File: src/design/hbr_pkg.sv
// ==========================================
// hub routing and configuration constants
package hbr_pkg;
  localparam int NPORTS        = 4;
  localparam int CLK_PERIOD_NS = 50;
  localparam int STRAP_TIME_US = 1000;
  localparam int STRAP_CYC     = (STRAP_TIME_US * 1000) / CLK_PERIOD_NS;

  // ==========================================
  // register byte addresses
  localparam logic [7:0] A_CTRL   = 8'h00;
  localparam logic [7:0] A_PWR    = 8'h04;
  localparam logic [7:0] A_LEDMAN = 8'h08;
  localparam logic [7:0] A_STAT   = 8'h0c;
  localparam logic [7:0] A_DIDX   = 8'h10;
  localparam logic [7:0] A_DDATA  = 8'h14;
  localparam logic [7:0] A_IDS    = 8'h18;
  localparam logic [7:0] A_PCFG   = 8'h1c;
  localparam logic [7:0] A_EPINFO = 8'h20;

  // ==========================================
  // field positions
  localparam int CT_LEDMAN = 0;
  localparam int ST_GANG   = 0;
  localparam int ST_SELF   = 1;
  localparam int ST_STRAP  = 2;
  localparam int ST_HS     = 3;
  localparam int ST_SUSP   = 4;
  localparam int ST_EEV    = 5;
  localparam int ST_CONN   = 8;
  localparam int ST_OC     = 12;
  localparam int ST_TT     = 16;
  localparam int EP1_POS   = 8;
  localparam int SY_GANG   = 0;
  localparam int SY_SELF   = 1;
  localparam int SY_OC     = 2;
  localparam int SYNC_W    = 2 + NPORTS;

  // ==========================================
  // hub class descriptor bytes
  localparam logic [3:0] DI_LEN   = 4'h0;
  localparam logic [3:0] DI_TYPE  = 4'h1;
  localparam logic [3:0] DI_NBR   = 4'h2;
  localparam logic [3:0] DI_CHLO  = 4'h3;
  localparam logic [3:0] DI_CHHI  = 4'h4;
  localparam logic [3:0] DI_P2PG  = 4'h5;
  localparam logic [3:0] DI_CURR  = 4'h6;
  localparam logic [3:0] DI_REMOV = 4'h7;
  localparam logic [3:0] DI_PMASK = 4'h8;
  localparam logic [7:0] D_LEN       = 8'h09;
  localparam logic [7:0] D_TYPE      = 8'h29;
  localparam logic [7:0] D_NBR       = 8'h04;
  localparam logic [7:0] D_CHAR_IND  = 8'h89;
  localparam logic [7:0] D_CHAR_GANG = 8'h80;
  localparam logic [7:0] D_CHAR_HI   = 8'h00;
  localparam logic [7:0] D_P2PG      = 8'h32;
  localparam logic [7:0] D_CURR      = 8'h64;
  localparam logic [7:0] D_REMOV     = 8'h00;
  localparam logic [7:0] D_PMASK     = 8'hff;
  localparam logic [7:0] EP0_MAXPKT  = 8'h40;
  localparam logic [7:0] EP1_MAXPKT  = 8'h01;
  // arbitrary neutral identity defaults
  localparam logic [15:0] ROM_VID = 16'h0001;
  localparam logic [15:0] ROM_PID = 16'h0002;

  // ==========================================
  // types
  typedef enum logic [1:0] {SPD_LS, SPD_FS, SPD_HS} hbr_speed_t;
  typedef enum logic [1:0] {PS_OFF, PS_DISC, PS_CONN, PS_OC} hbr_pstate_t;
  typedef struct packed {
    logic       attach;
    hbr_speed_t speed;
  } hbr_ds_t;
  typedef struct packed {
    logic green;
    logic amber;
  } hbr_led_t;
endpackage : hbr_pkg

File: src/design/hbr_port_ctl.sv
`timescale 1ns/10ps
`default_nettype none
// ==========================================
// downstream port controller
module hbr_port_ctl
  import hbr_pkg::*;
(
  input  wire logic     sys_clk,
  input  wire logic     rst_n,
  input  wire logic     cfgEnable,
  input  wire logic     pwrReq,
  input  wire logic     overCur,
  input  wire logic     attach,
  input  wire logic     ledManual,
  input  wire hbr_led_t ledMan,
  output logic          pwrEn,
  output logic          connected,
  output logic          ocFlag,
  output hbr_led_t      led
);
  hbr_pstate_t state_ff, nxt_state;
  logic        pwrEn_ff, conn_ff, oc_ff;
  hbr_led_t    led_ff;

  // ==========================================
  // port state machine
  // port state machine
  always_comb begin
    nxt_state = state_ff;
    case (state_ff)
      PS_OFF:  if (pwrReq && cfgEnable && !overCur) nxt_state = PS_DISC;
      PS_DISC: begin
        if (overCur) nxt_state = PS_OC;
        else if (!pwrReq || !cfgEnable) nxt_state = PS_OFF;
        else if (attach) nxt_state = PS_CONN;
      end
      PS_CONN: begin
        if (overCur) nxt_state = PS_OC;
        else if (!pwrReq || !cfgEnable) nxt_state = PS_OFF;
        else if (!attach) nxt_state = PS_DISC;
      end
      PS_OC:   if (!pwrReq) nxt_state = PS_OFF;
      default: nxt_state = PS_OFF;
    endcase
  end

  always_ff @(posedge sys_clk or negedge rst_n) begin
    if (!rst_n) state_ff <= PS_OFF;
    else state_ff <= nxt_state;
  end

  always_ff @(posedge sys_clk or negedge rst_n) begin
    if (!rst_n) begin
      pwrEn_ff <= 1'b0;
      conn_ff  <= 1'b0;
      oc_ff    <= 1'b0;
    end else begin
      pwrEn_ff <= (nxt_state == PS_DISC) || (nxt_state == PS_CONN);
      conn_ff  <= (nxt_state == PS_CONN);
      oc_ff    <= (nxt_state == PS_OC);
    end
  end

  always_ff @(posedge sys_clk or negedge rst_n) begin
    if (!rst_n) led_ff <= '0;
    else if (ledManual) led_ff <= ledMan;
    else begin
      led_ff.green <= (nxt_state == PS_CONN);
      led_ff.amber <= (nxt_state == PS_OC);
    end
  end

  assign pwrEn     = pwrEn_ff;
  assign connected = conn_ff;
  assign ocFlag    = oc_ff;
  assign led       = led_ff;
endmodule : hbr_port_ctl
`default_nettype wire

File: src/design/hbr_hub_core.sv
`timescale 1ns/10ps
`default_nettype none
module hbr_hub_core
  import hbr_pkg::*;
#(
  parameter int STRAP_CYCLES = STRAP_CYC
) (
  input  wire logic                sys_clk,
  input  wire logic                rst_n,
  input  wire logic [7:0]          regAddr,
  input  wire logic [31:0]         regWrData,
  input  wire logic                regWr,
  input  wire logic                regRd,
  output logic      [31:0]         regRdData,
  input  wire logic                upChirpOk,
  input  wire logic                upSuspend,
  input  wire logic                upResumeIn,
  input  wire hbr_ds_t [NPORTS-1:0] downstreamPort,
  input  wire logic [NPORTS-1:0]   ttReq,
  input  wire logic [NPORTS-1:0]   ocPin_n,
  input  wire logic                selfPowerStrap,
  input  wire logic                gangStrapSuspendPinIn,
  output logic                     gangStrapSuspendPinOut,
  output logic                     gangStrapSuspendPinOe,
  output logic                     upstreamPullupCtl,
  output logic                     upstreamHs,
  output logic [NPORTS-1:0]        routeTt,
  output logic [NPORTS-1:0]        ttGrant,
  output logic [NPORTS-1:0]        portPwrEn,
  output hbr_led_t [NPORTS-1:0]    portLed,
  output logic                     resumeReq
);
  localparam int CW = $clog2(STRAP_CYCLES + 1);

  if (STRAP_CYCLES < 1 || NPORTS != 4) begin : g_chk
    $error("unsupported strap count or port count");
  end

  // ==========================================
  // functions
  function automatic logic [NPORTS-1:0] lowestOne(input logic [NPORTS-1:0] v);
    logic [NPORTS-1:0] r;
    r = '0;
    for (int i = NPORTS - 1; i >= 0; i--) begin
      if (v[i]) r = NPORTS'(1) << i;
    end
    return r;
  endfunction : lowestOne

  function automatic logic [7:0] descByte(input logic [3:0] idx, input logic gang);
    logic [7:0] b;
    b = 8'h00;
    case (idx)
      DI_LEN:   b = D_LEN;
      DI_TYPE:  b = D_TYPE;
      DI_NBR:   b = D_NBR;
      DI_CHLO:  b = gang ? D_CHAR_GANG : D_CHAR_IND;
      DI_CHHI:  b = D_CHAR_HI;
      DI_P2PG:  b = D_P2PG;
      DI_CURR:  b = D_CURR;
      DI_REMOV: b = D_REMOV;
      DI_PMASK: b = D_PMASK;
      default:  b = 8'h00;
    endcase
    return b;
  endfunction : descByte

  // ==========================================
  // pin synchronisers
  logic [SYNC_W-1:0] sy1_ff, sy2_ff, sy3_ff, syStable_ff, syRaw;
  assign syRaw = {~ocPin_n, selfPowerStrap, gangStrapSuspendPinIn};

  always_ff @(posedge sys_clk or negedge rst_n) begin
    if (!rst_n) begin
      sy1_ff      <= '0;
      sy2_ff      <= '0;
      sy3_ff      <= '0;
      syStable_ff <= '0;
    end else begin
      sy1_ff      <= syRaw;
      sy2_ff      <= sy1_ff;
      sy3_ff      <= sy2_ff;
      syStable_ff <= (~(sy2_ff ^ sy3_ff) & sy3_ff) | ((sy2_ff ^ sy3_ff) & syStable_ff);
    end
  end

  // ==========================================
  // reset, pull-up and upstream mode
  logic pullup_ff, upHs_ff, susp_ff;

  always_ff @(posedge sys_clk or negedge rst_n) begin
    if (!rst_n) pullup_ff <= 1'b0;
    else pullup_ff <= 1'b1;
  end

  always_ff @(posedge sys_clk or negedge rst_n) begin
    if (!rst_n) begin
      upHs_ff <= 1'b0;
      susp_ff <= 1'b0;
    end else begin
      upHs_ff <= upChirpOk;
      susp_ff <= upSuspend;
    end
  end

  // ==========================================
  // strap sampling and shared pin
  logic [CW-1:0] strapCnt_ff;
  logic          strapDone_ff, gang_ff, self_ff, pinOut_ff, pinOe_ff;

  always_ff @(posedge sys_clk or negedge rst_n) begin
    if (!rst_n) begin
      strapCnt_ff  <= '0;
      strapDone_ff <= 1'b0;
    end else if (!strapDone_ff) begin
      if (strapCnt_ff == CW'(STRAP_CYCLES - 1)) strapDone_ff <= 1'b1;
      else strapCnt_ff <= strapCnt_ff + CW'(1);
    end
  end

  always_ff @(posedge sys_clk or negedge rst_n) begin
    if (!rst_n) gang_ff <= 1'b0;
    else if (!strapDone_ff) gang_ff <= syStable_ff[SY_GANG];
  end

  always_ff @(posedge sys_clk or negedge rst_n) begin
    if (!rst_n) self_ff <= 1'b0;
    else self_ff <= syStable_ff[SY_SELF];
  end

  always_ff @(posedge sys_clk or negedge rst_n) begin
    if (!rst_n) begin
      pinOe_ff  <= 1'b0;
      pinOut_ff <= 1'b0;
    end else begin
      pinOe_ff  <= strapDone_ff;
      pinOut_ff <= strapDone_ff && susp_ff;
    end
  end

  // ==========================================
  // software registers
  logic              ledManual_ff, eeValid_ff;
  logic [NPORTS-1:0] pwrReq_ff, portDis_ff;
  logic [7:0]        ledMan_ff;
  logic [3:0]        descIdx_ff;
  logic [31:0]       eeIds_ff, rdData_ff, nxt_rdData, statWord;

  always_ff @(posedge sys_clk or negedge rst_n) begin
    if (!rst_n) begin
      ledManual_ff <= 1'b0;
      pwrReq_ff    <= '0;
      ledMan_ff    <= '0;
      descIdx_ff   <= '0;
    end else if (regWr) begin
      case (regAddr)
        A_CTRL:   ledManual_ff <= regWrData[CT_LEDMAN];
        A_PWR:    pwrReq_ff    <= regWrData[NPORTS-1:0];
        A_LEDMAN: ledMan_ff    <= regWrData[7:0];
        A_DIDX:   descIdx_ff   <= regWrData[3:0];
        default:  ledManual_ff <= ledManual_ff;
      endcase
    end
  end

  always_ff @(posedge sys_clk or negedge rst_n) begin
    if (!rst_n) begin
      eeIds_ff   <= '0;
      eeValid_ff <= 1'b0;
      portDis_ff <= '0;
    end else if (regWr && regAddr == A_IDS) begin
      eeIds_ff   <= regWrData;
      eeValid_ff <= 1'b1;
    end else if (regWr && regAddr == A_PCFG) begin
      portDis_ff <= regWrData[NPORTS-1:0];
    end
  end

  // ==========================================
  // port controllers
  logic [NPORTS-1:0] attachV, hsV, ocV, effOc, effPwr, pwrEnV, connV, ocFlagV;
  logic [NPORTS-1:0] attPrev_ff, ocPrev_ff, route_ff, grant_ff;
  hbr_led_t [NPORTS-1:0] ledV;

  for (genvar p = 0; p < NPORTS; p++) begin : g_port
    assign attachV[p] = downstreamPort[p].attach;
    assign hsV[p]     = downstreamPort[p].speed == SPD_HS;
    assign ocV[p]     = syStable_ff[SY_OC + p];
    assign effOc[p]   = gang_ff ? |ocV : ocV[p];
    assign effPwr[p]  = gang_ff ? |pwrReq_ff : pwrReq_ff[p];

    hbr_port_ctl u_port (
      .sys_clk   (sys_clk),
      .rst_n     (rst_n),
      .cfgEnable (~portDis_ff[p]),
      .pwrReq    (effPwr[p]),
      .overCur   (effOc[p]),
      .attach    (attachV[p]),
      .ledManual (ledManual_ff),
      .ledMan    (ledMan_ff[2*p +: 2]),
      .pwrEn     (pwrEnV[p]),
      .connected (connV[p]),
      .ocFlag    (ocFlagV[p]),
      .led       (ledV[p])
    );
  end

  // ==========================================
  // routing and shared translator
  // repeater same speed
  always_ff @(posedge sys_clk or negedge rst_n) begin
    if (!rst_n) route_ff <= '0;
    else route_ff <= {NPORTS{upHs_ff}} & attachV & ~hsV;
  end

  always_ff @(posedge sys_clk or negedge rst_n) begin
    if (!rst_n) grant_ff <= '0;
    else if (!(|(grant_ff & ttReq & route_ff))) grant_ff <= lowestOne(ttReq & route_ff);
  end

  logic resume_ff;
  always_ff @(posedge sys_clk or negedge rst_n) begin
    if (!rst_n) begin
      attPrev_ff <= '0;
      ocPrev_ff  <= '0;
      resume_ff  <= 1'b0;
    end else begin
      attPrev_ff <= attachV;
      ocPrev_ff  <= ocV;
      resume_ff  <= susp_ff && (upResumeIn || |(attachV ^ attPrev_ff) || |(ocV ^ ocPrev_ff));
    end
  end

  // ==========================================
  // read port
  always_comb begin
    statWord = '0;
    statWord[ST_GANG]  = gang_ff;
    statWord[ST_SELF]  = self_ff;
    statWord[ST_STRAP] = strapDone_ff;
    statWord[ST_HS]    = upHs_ff;
    statWord[ST_SUSP]  = susp_ff;
    statWord[ST_EEV]   = eeValid_ff;
    statWord[ST_CONN +: NPORTS] = connV;
    statWord[ST_OC +: NPORTS]   = ocFlagV;
    statWord[ST_TT +: NPORTS]   = route_ff;
  end

  always_comb begin
    nxt_rdData = '0;
    case (regAddr)
      A_CTRL:   nxt_rdData[CT_LEDMAN] = ledManual_ff;
      A_PWR:    nxt_rdData[NPORTS-1:0] = pwrReq_ff;
      A_LEDMAN: nxt_rdData[7:0] = ledMan_ff;
      A_STAT:   nxt_rdData = statWord;
      A_DIDX:   nxt_rdData[3:0] = descIdx_ff;
      A_DDATA:  nxt_rdData[7:0] = descByte(descIdx_ff, gang_ff);
      A_IDS:    nxt_rdData = eeValid_ff ? eeIds_ff : {ROM_PID, ROM_VID};
      A_PCFG:   nxt_rdData[NPORTS-1:0] = portDis_ff;
      A_EPINFO: nxt_rdData[15:0] = {EP1_MAXPKT, EP0_MAXPKT};
      default:  nxt_rdData = '0;
    endcase
  end

  always_ff @(posedge sys_clk or negedge rst_n) begin
    if (!rst_n) rdData_ff <= '0;
    else rdData_ff <= regRd ? nxt_rdData : '0;
  end

  assign regRdData              = rdData_ff;
  assign gangStrapSuspendPinOut = pinOut_ff;
  assign gangStrapSuspendPinOe  = pinOe_ff;
  assign upstreamPullupCtl      = pullup_ff;
  assign upstreamHs             = upHs_ff;
  assign routeTt                = route_ff;
  assign ttGrant                = grant_ff;
  assign portPwrEn              = pwrEnV;
  assign portLed                = ledV;
  assign resumeReq              = resume_ff;
endmodule : hbr_hub_core
`default_nettype wire

File: config.mk
export PLATFORM = sky130hd
export DESIGN_NAME = hbr_hub_core
export DESIGN_NICKNAME = d
export VERILOG_FILES = /design/src/design/hbr_pkg.sv /design/src/design/hbr_port_ctl.sv /design/src/design/hbr_hub_core.sv
export SDC_FILE = /design/constraint.sdc
export NUM_CORES = 1
export LEC_CHECK = 0
export BUFFER_PORTS_ARGS = -buffer_cell sky130_fd_sc_hd__buf_2
export CAP_MARGIN = 10
export CORE_ASPECT_RATIO = 2
export CORE_MARGIN = 1
export CORE_UTILIZATION = 51
export DETAILED_ROUTE_END_ITERATION = 7
export PLACE_DENSITY = 0.76
export SLEW_MARGIN = 20
export SYNTH_ARGS = -nofsm -noshare
export SYNTH_HDL_FRONTEND = slang
export SYNTH_SLANG_ARGS = --single-unit
File: constraint.sdc
create_clock -name sys_clk -period 1.65 [get_ports sys_clk]
set_input_delay 0.0825 -clock sys_clk [delete_from_list [all_inputs] [get_ports sys_clk]]
set_output_delay 0.0825 -clock sys_clk [all_outputs]
set_load 0.02 [all_outputs]
==> impl_metrics.py <==
metrics = {
    "status": {
        "run_status": "finished with violations",
        "violations": "negative setup slack",
    },
    "setup_path": {
        "crit_slowest_cell": "dfrtp_2",
        "critPathArrivalTime_ns": 2.33,
        "required_ns": 1.97,
        "worst-setup-path-type": "register to register",
        "worst_r2r_path_depth": 6,
        "cp.depth": 6,
        "crit_family": "compound AO/OA/AOI/OAI gates",
        "worstPathMaxFanout": 4,
        "cpPeakStageDelay_ns": 0.45,
        "path_buf_inv": 0,
        "crit_path_start_kind": "register",
        "cp_cell_sequence": "o31ai_2 -> nand2b_1 -> a32oi_2 -> o311ai_2 -> ha_2 -> mux2_2",
        "cp-end-kind": "register",
        "crit_end": "g_port[2].u_port.led[0]",
        "worst-r2r-setup-slack_ns": -0.36,
        "r2r-end": "g_port[2].u_port.led[0]",
    },
    "flow_run": {
        "drv_cap": 0,
    },
    "timing": {
        "setup_ws_ns": -0.355,
        "setup_tns_ns": -3.54,
        "final_hold_viol_count": 0,
        "maxSlewViolCount": 0,
        "setup_viol": 18,
        "worst_hold_slack_ns": 0.0157,
        "fmax_mhz": 499,
        "fin_crit_ns": 2.01,
        "min_period_over_period": 1.22,
        "worst_slew_pin_slew_ns": 0.819,
        "slew_headroom": 0.447,
        "rsz0062_at_grt": "true",
        "worst_clock_skew_ns": 0.00753,
    },
    "clock_tree": {
        "htree_levels": 4,
        "cts.sinks": 178,
        "path_clk_slew_ns": 0.07,
        "cts_tree": "yes",
        "cts_root_buffer": "clkbuf_16",
        "clkLatencyLatePin_ns": 0.44,
        "ctsLongestPathBuffers": 2,
        "numCtsBuffers": 17,
    },
    "placement": {
        "port_buffers": 125,
        "dp_hpwl_um": 14300,
        "gp_congestion": 0.936,
    },
    "floorplan": {
        "core_um2": 14700,
        "die_area_um2": 15500,
        "dieHeight_um": 175,
        "io_pins": 126,
        "std_cell_rows": 63,
        "die-width_um": 88.6,
        "start_util": 0.518,
    },
    "hold_path": {
        "holdCritPathClass": "input port to register",
    },
    "cells_and_area": {
        "fillerInstances": 948,
        "antenna_cells": 0,
        "nets": 933,
        "syn_to_final_growth_pct": 37.1,
        "final_layout_size_suffix_gt1_frac": 0.418,
        "postLayoutCoreUtil": 0.711,
    },
    "yosys": {
        "mappedNetlistNets": 682,
        "ys.flop_type": "dfrtp_1",
        "yosysWarnings": 0,
        "synth-async-reset-ratio": 1.00,
        "netlist_instances": 605,
        "avgSynthCellArea_um2": 12.6,
        "ys_ff_latch": 178,
        "yosysUniqueCellTypes": 66,
        "synth_edf_count": 0,
        "synth_area_um2": 7640,
        "synth_seq_area_share": 0.583,
    },
    "global_routing": {
        "overflow": 0,
        "antenna_found_initial": 0,
        "grt_first_pass_wirelength_um": 32100,
        "grt_pass1_vias": 6423,
        "grtUsageTotal": 0.281,
        "grt_max_degree": 48,
    },
    "power": {
        "max-vdd-ir-drop_mv": 0.773,
        "leakage_nw": 5.15,
        "power_density_nw_per_um2": 1120,
        "p_total_mw": 11.8,
    },
    "detailed_routing": {
        "avgViaCountPerCell": 5.65,
        "drt_iter0_drc": 324,
        "num_vias": 6016,
        "routedWlPerCell_um": 19.8,
        "drc_errors": 0,
        "drt.antenna.violating_nets": 0,
        "wl_um": 21000,
        "first_pass_iters": 4,
    },
}
## flip-flops by register name (all words and copies together), names as in the netlist, 4 cells and up, named ones only
signal and flops:
sy3_ff 6, routeTt 4, strapCnt_ff 15, sy2_ff 6, attPrev_ff 4, eeIds_ff 32, g_port.u_port.connected 4, pwrReq_ff 4
regRdData 32, ocPrev_ff 4, g_port.u_port.state_ff 8, g_port.u_port.led 8, g_port.u_port.pwrEn 4, g_port.u_port.ocFlag 4, portDis_ff 4, ledMan_ff 8
sy1_ff 6, ttGrant 4, descIdx_ff 4
## layout by cell type, fill, tap and decap left out, drive strengths merged, types with 4 or more instances in the layout
cell type / count
maj3: 7
a32oi: 7
xor2: 7
nand3: 19
dlygate4sd3: 58
nand4: 13
xnor2: 13
buf: 203
nor2b: 11
mux2: 63
nor4b: 4
nand2b: 10
o21ai: 16
inv: 36
clkinv: 5
o31ai: 13
dfrtp: 178
nor3: 5
nor2: 19
a211oi: 4
nand2: 33
and3: 17
or3: 5
a21oi: 19
o311ai: 6
nand3b: 8
a31oi: 8
ha: 8
clkbuf: 18
a22oi: 12
o311a: 4
## repair_timing
item,CTS,global route
cloned,0,1
hold endpoints to repair,250,0
setup buffers,7,6
endpoints found under the setup margin,23,28
pin swaps,13,12
hold buffers,58,0
gates resized for setup,25,36
## routing by layer
| metal | vias to the layer above | wire [um] | track usage | share of wire |
|---|---|---|---|---|
| li1 | 2700 | - | - | - |
| met1 | 2994 | 6960 | 0.271 | 0.33 |
| met2 | 226 | 11800 | 0.504 | 0.56 |
| met3 | 96 | 827 | 0.0557 | 0.039 |
| met4 | 0 | 1480 | 0.210 | 0.070 |
| met5 | - | 0 | 0 | 0 |
## synth_stat cells, drive strengths merged, types with 4 or more instances
| cell type | count | share of area |
|---|---|---|
| a211oi | 4 | 0.0039 |
| nor2 | 19 | 0.0093 |
| xor2 | 7 | 0.0080 |
| a31oi | 8 | 0.0065 |
| nand3 | 19 | 0.013 |
| dfrtp | 178 | 0.58 |
| a32oi | 7 | 0.0080 |
| o31ai | 13 | 0.013 |
| a22oi | 12 | 0.012 |
| nand3b | 8 | 0.0079 |
| a21oi | 19 | 0.012 |
| ha | 8 | 0.013 |
| o311a | 4 | 0.0052 |
| nand2 | 33 | 0.016 |
| nor4b | 4 | 0.0074 |
| maj3 | 7 | 0.0092 |
| inv | 27 | 0.013 |
| nand4 | 13 | 0.013 |
| o311ai | 6 | 0.0069 |
| nand2b | 10 | 0.0082 |
| xnor2 | 13 | 0.015 |
| or3 | 5 | 0.0041 |
| clkbuf | 17 | 0.0085 |
| o21ai | 16 | 0.010 |
| nor2b | 11 | 0.0090 |
| mux2 | 63 | 0.11 |
| nor3 | 5 | 0.0039 |
| and3 | 17 | 0.014 |
| buf | 14 | 0.015 |
## per-stage QoR
step	instances	setup slack [ns]	instance area, um2
final	1064	-0.355	10500
after global routing	1064	-0.409	10500
after CTS	1057	-0.195	10300
after detailed placement	960	-0.266	8920
after global placement	960	-0.174	8920
after floorplan	605	-0.0754	7670
## worst min-delay path by stage
stage / endpoint / slack [ns] / cells past startpoint / from
after global routing: ttGrant[3] / 0.06 / 3 / ttReq[0]
after global placement: eeIds_ff[19] / 0.006 / 1 / rst_n
after floorplan: async pin / -0.21 / 0 / rst_n
after detailed placement: eeIds_ff[19] / 0.008 / 1 / rst_n
after CTS: ttGrant[3] / 0.01 / 3 / ttReq[0]
final: ttGrant[3] / 0.02 / 3 / ttReq[0]
## area by class of cell
| class | count | area (um2) | share of cell area |
|---|---|---|---|
| clock buffers | 17 | 425 | 0.0406 |
| clock inverters | 15 | 144 | 0.0137 |
| inverters | 27 | 101 | 0.00967 |
| multi-input cells | 370 | 3230 | 0.308 |
| flip-flops and latches | 178 | 4460 | 0.426 |
| well taps | 195 | 244 | 0.0233 |
| repair buffers | 262 | 1880 | 0.179 |
## power by group
group          switching, mW  leakage [nW]  internal, mW
clock network           1.88         0.281          2.01
registers              0.290          2.32          4.80
logic                   1.43          2.54          1.38
## worst reg2reg max path: cells and delay by family, from the launching register on
family,cells,cell delay (ns)
muxes,1,0.25
DFF,1,0.45
AOI/OAI and AO/OA,3,0.80
adders and majority gates,1,0.21
and+or+nand+nor,1,0.18
## logic make-up (layout without fill, tap and decap cells)
kind of cell,Yosys count,count (layout),synth area share
fa+ha+maj,15,15,0.0223
compound gates,105,106,0.0973
mux,65,65,0.111
xor+xnor,20,20,0.0229
flops,178,178,0.583
other cells,1,1,0.000491
simple gates,163,163,0.126
buf+inv,58,321,0.0368
No activity file was read; power rests on OpenSTA's default activity.
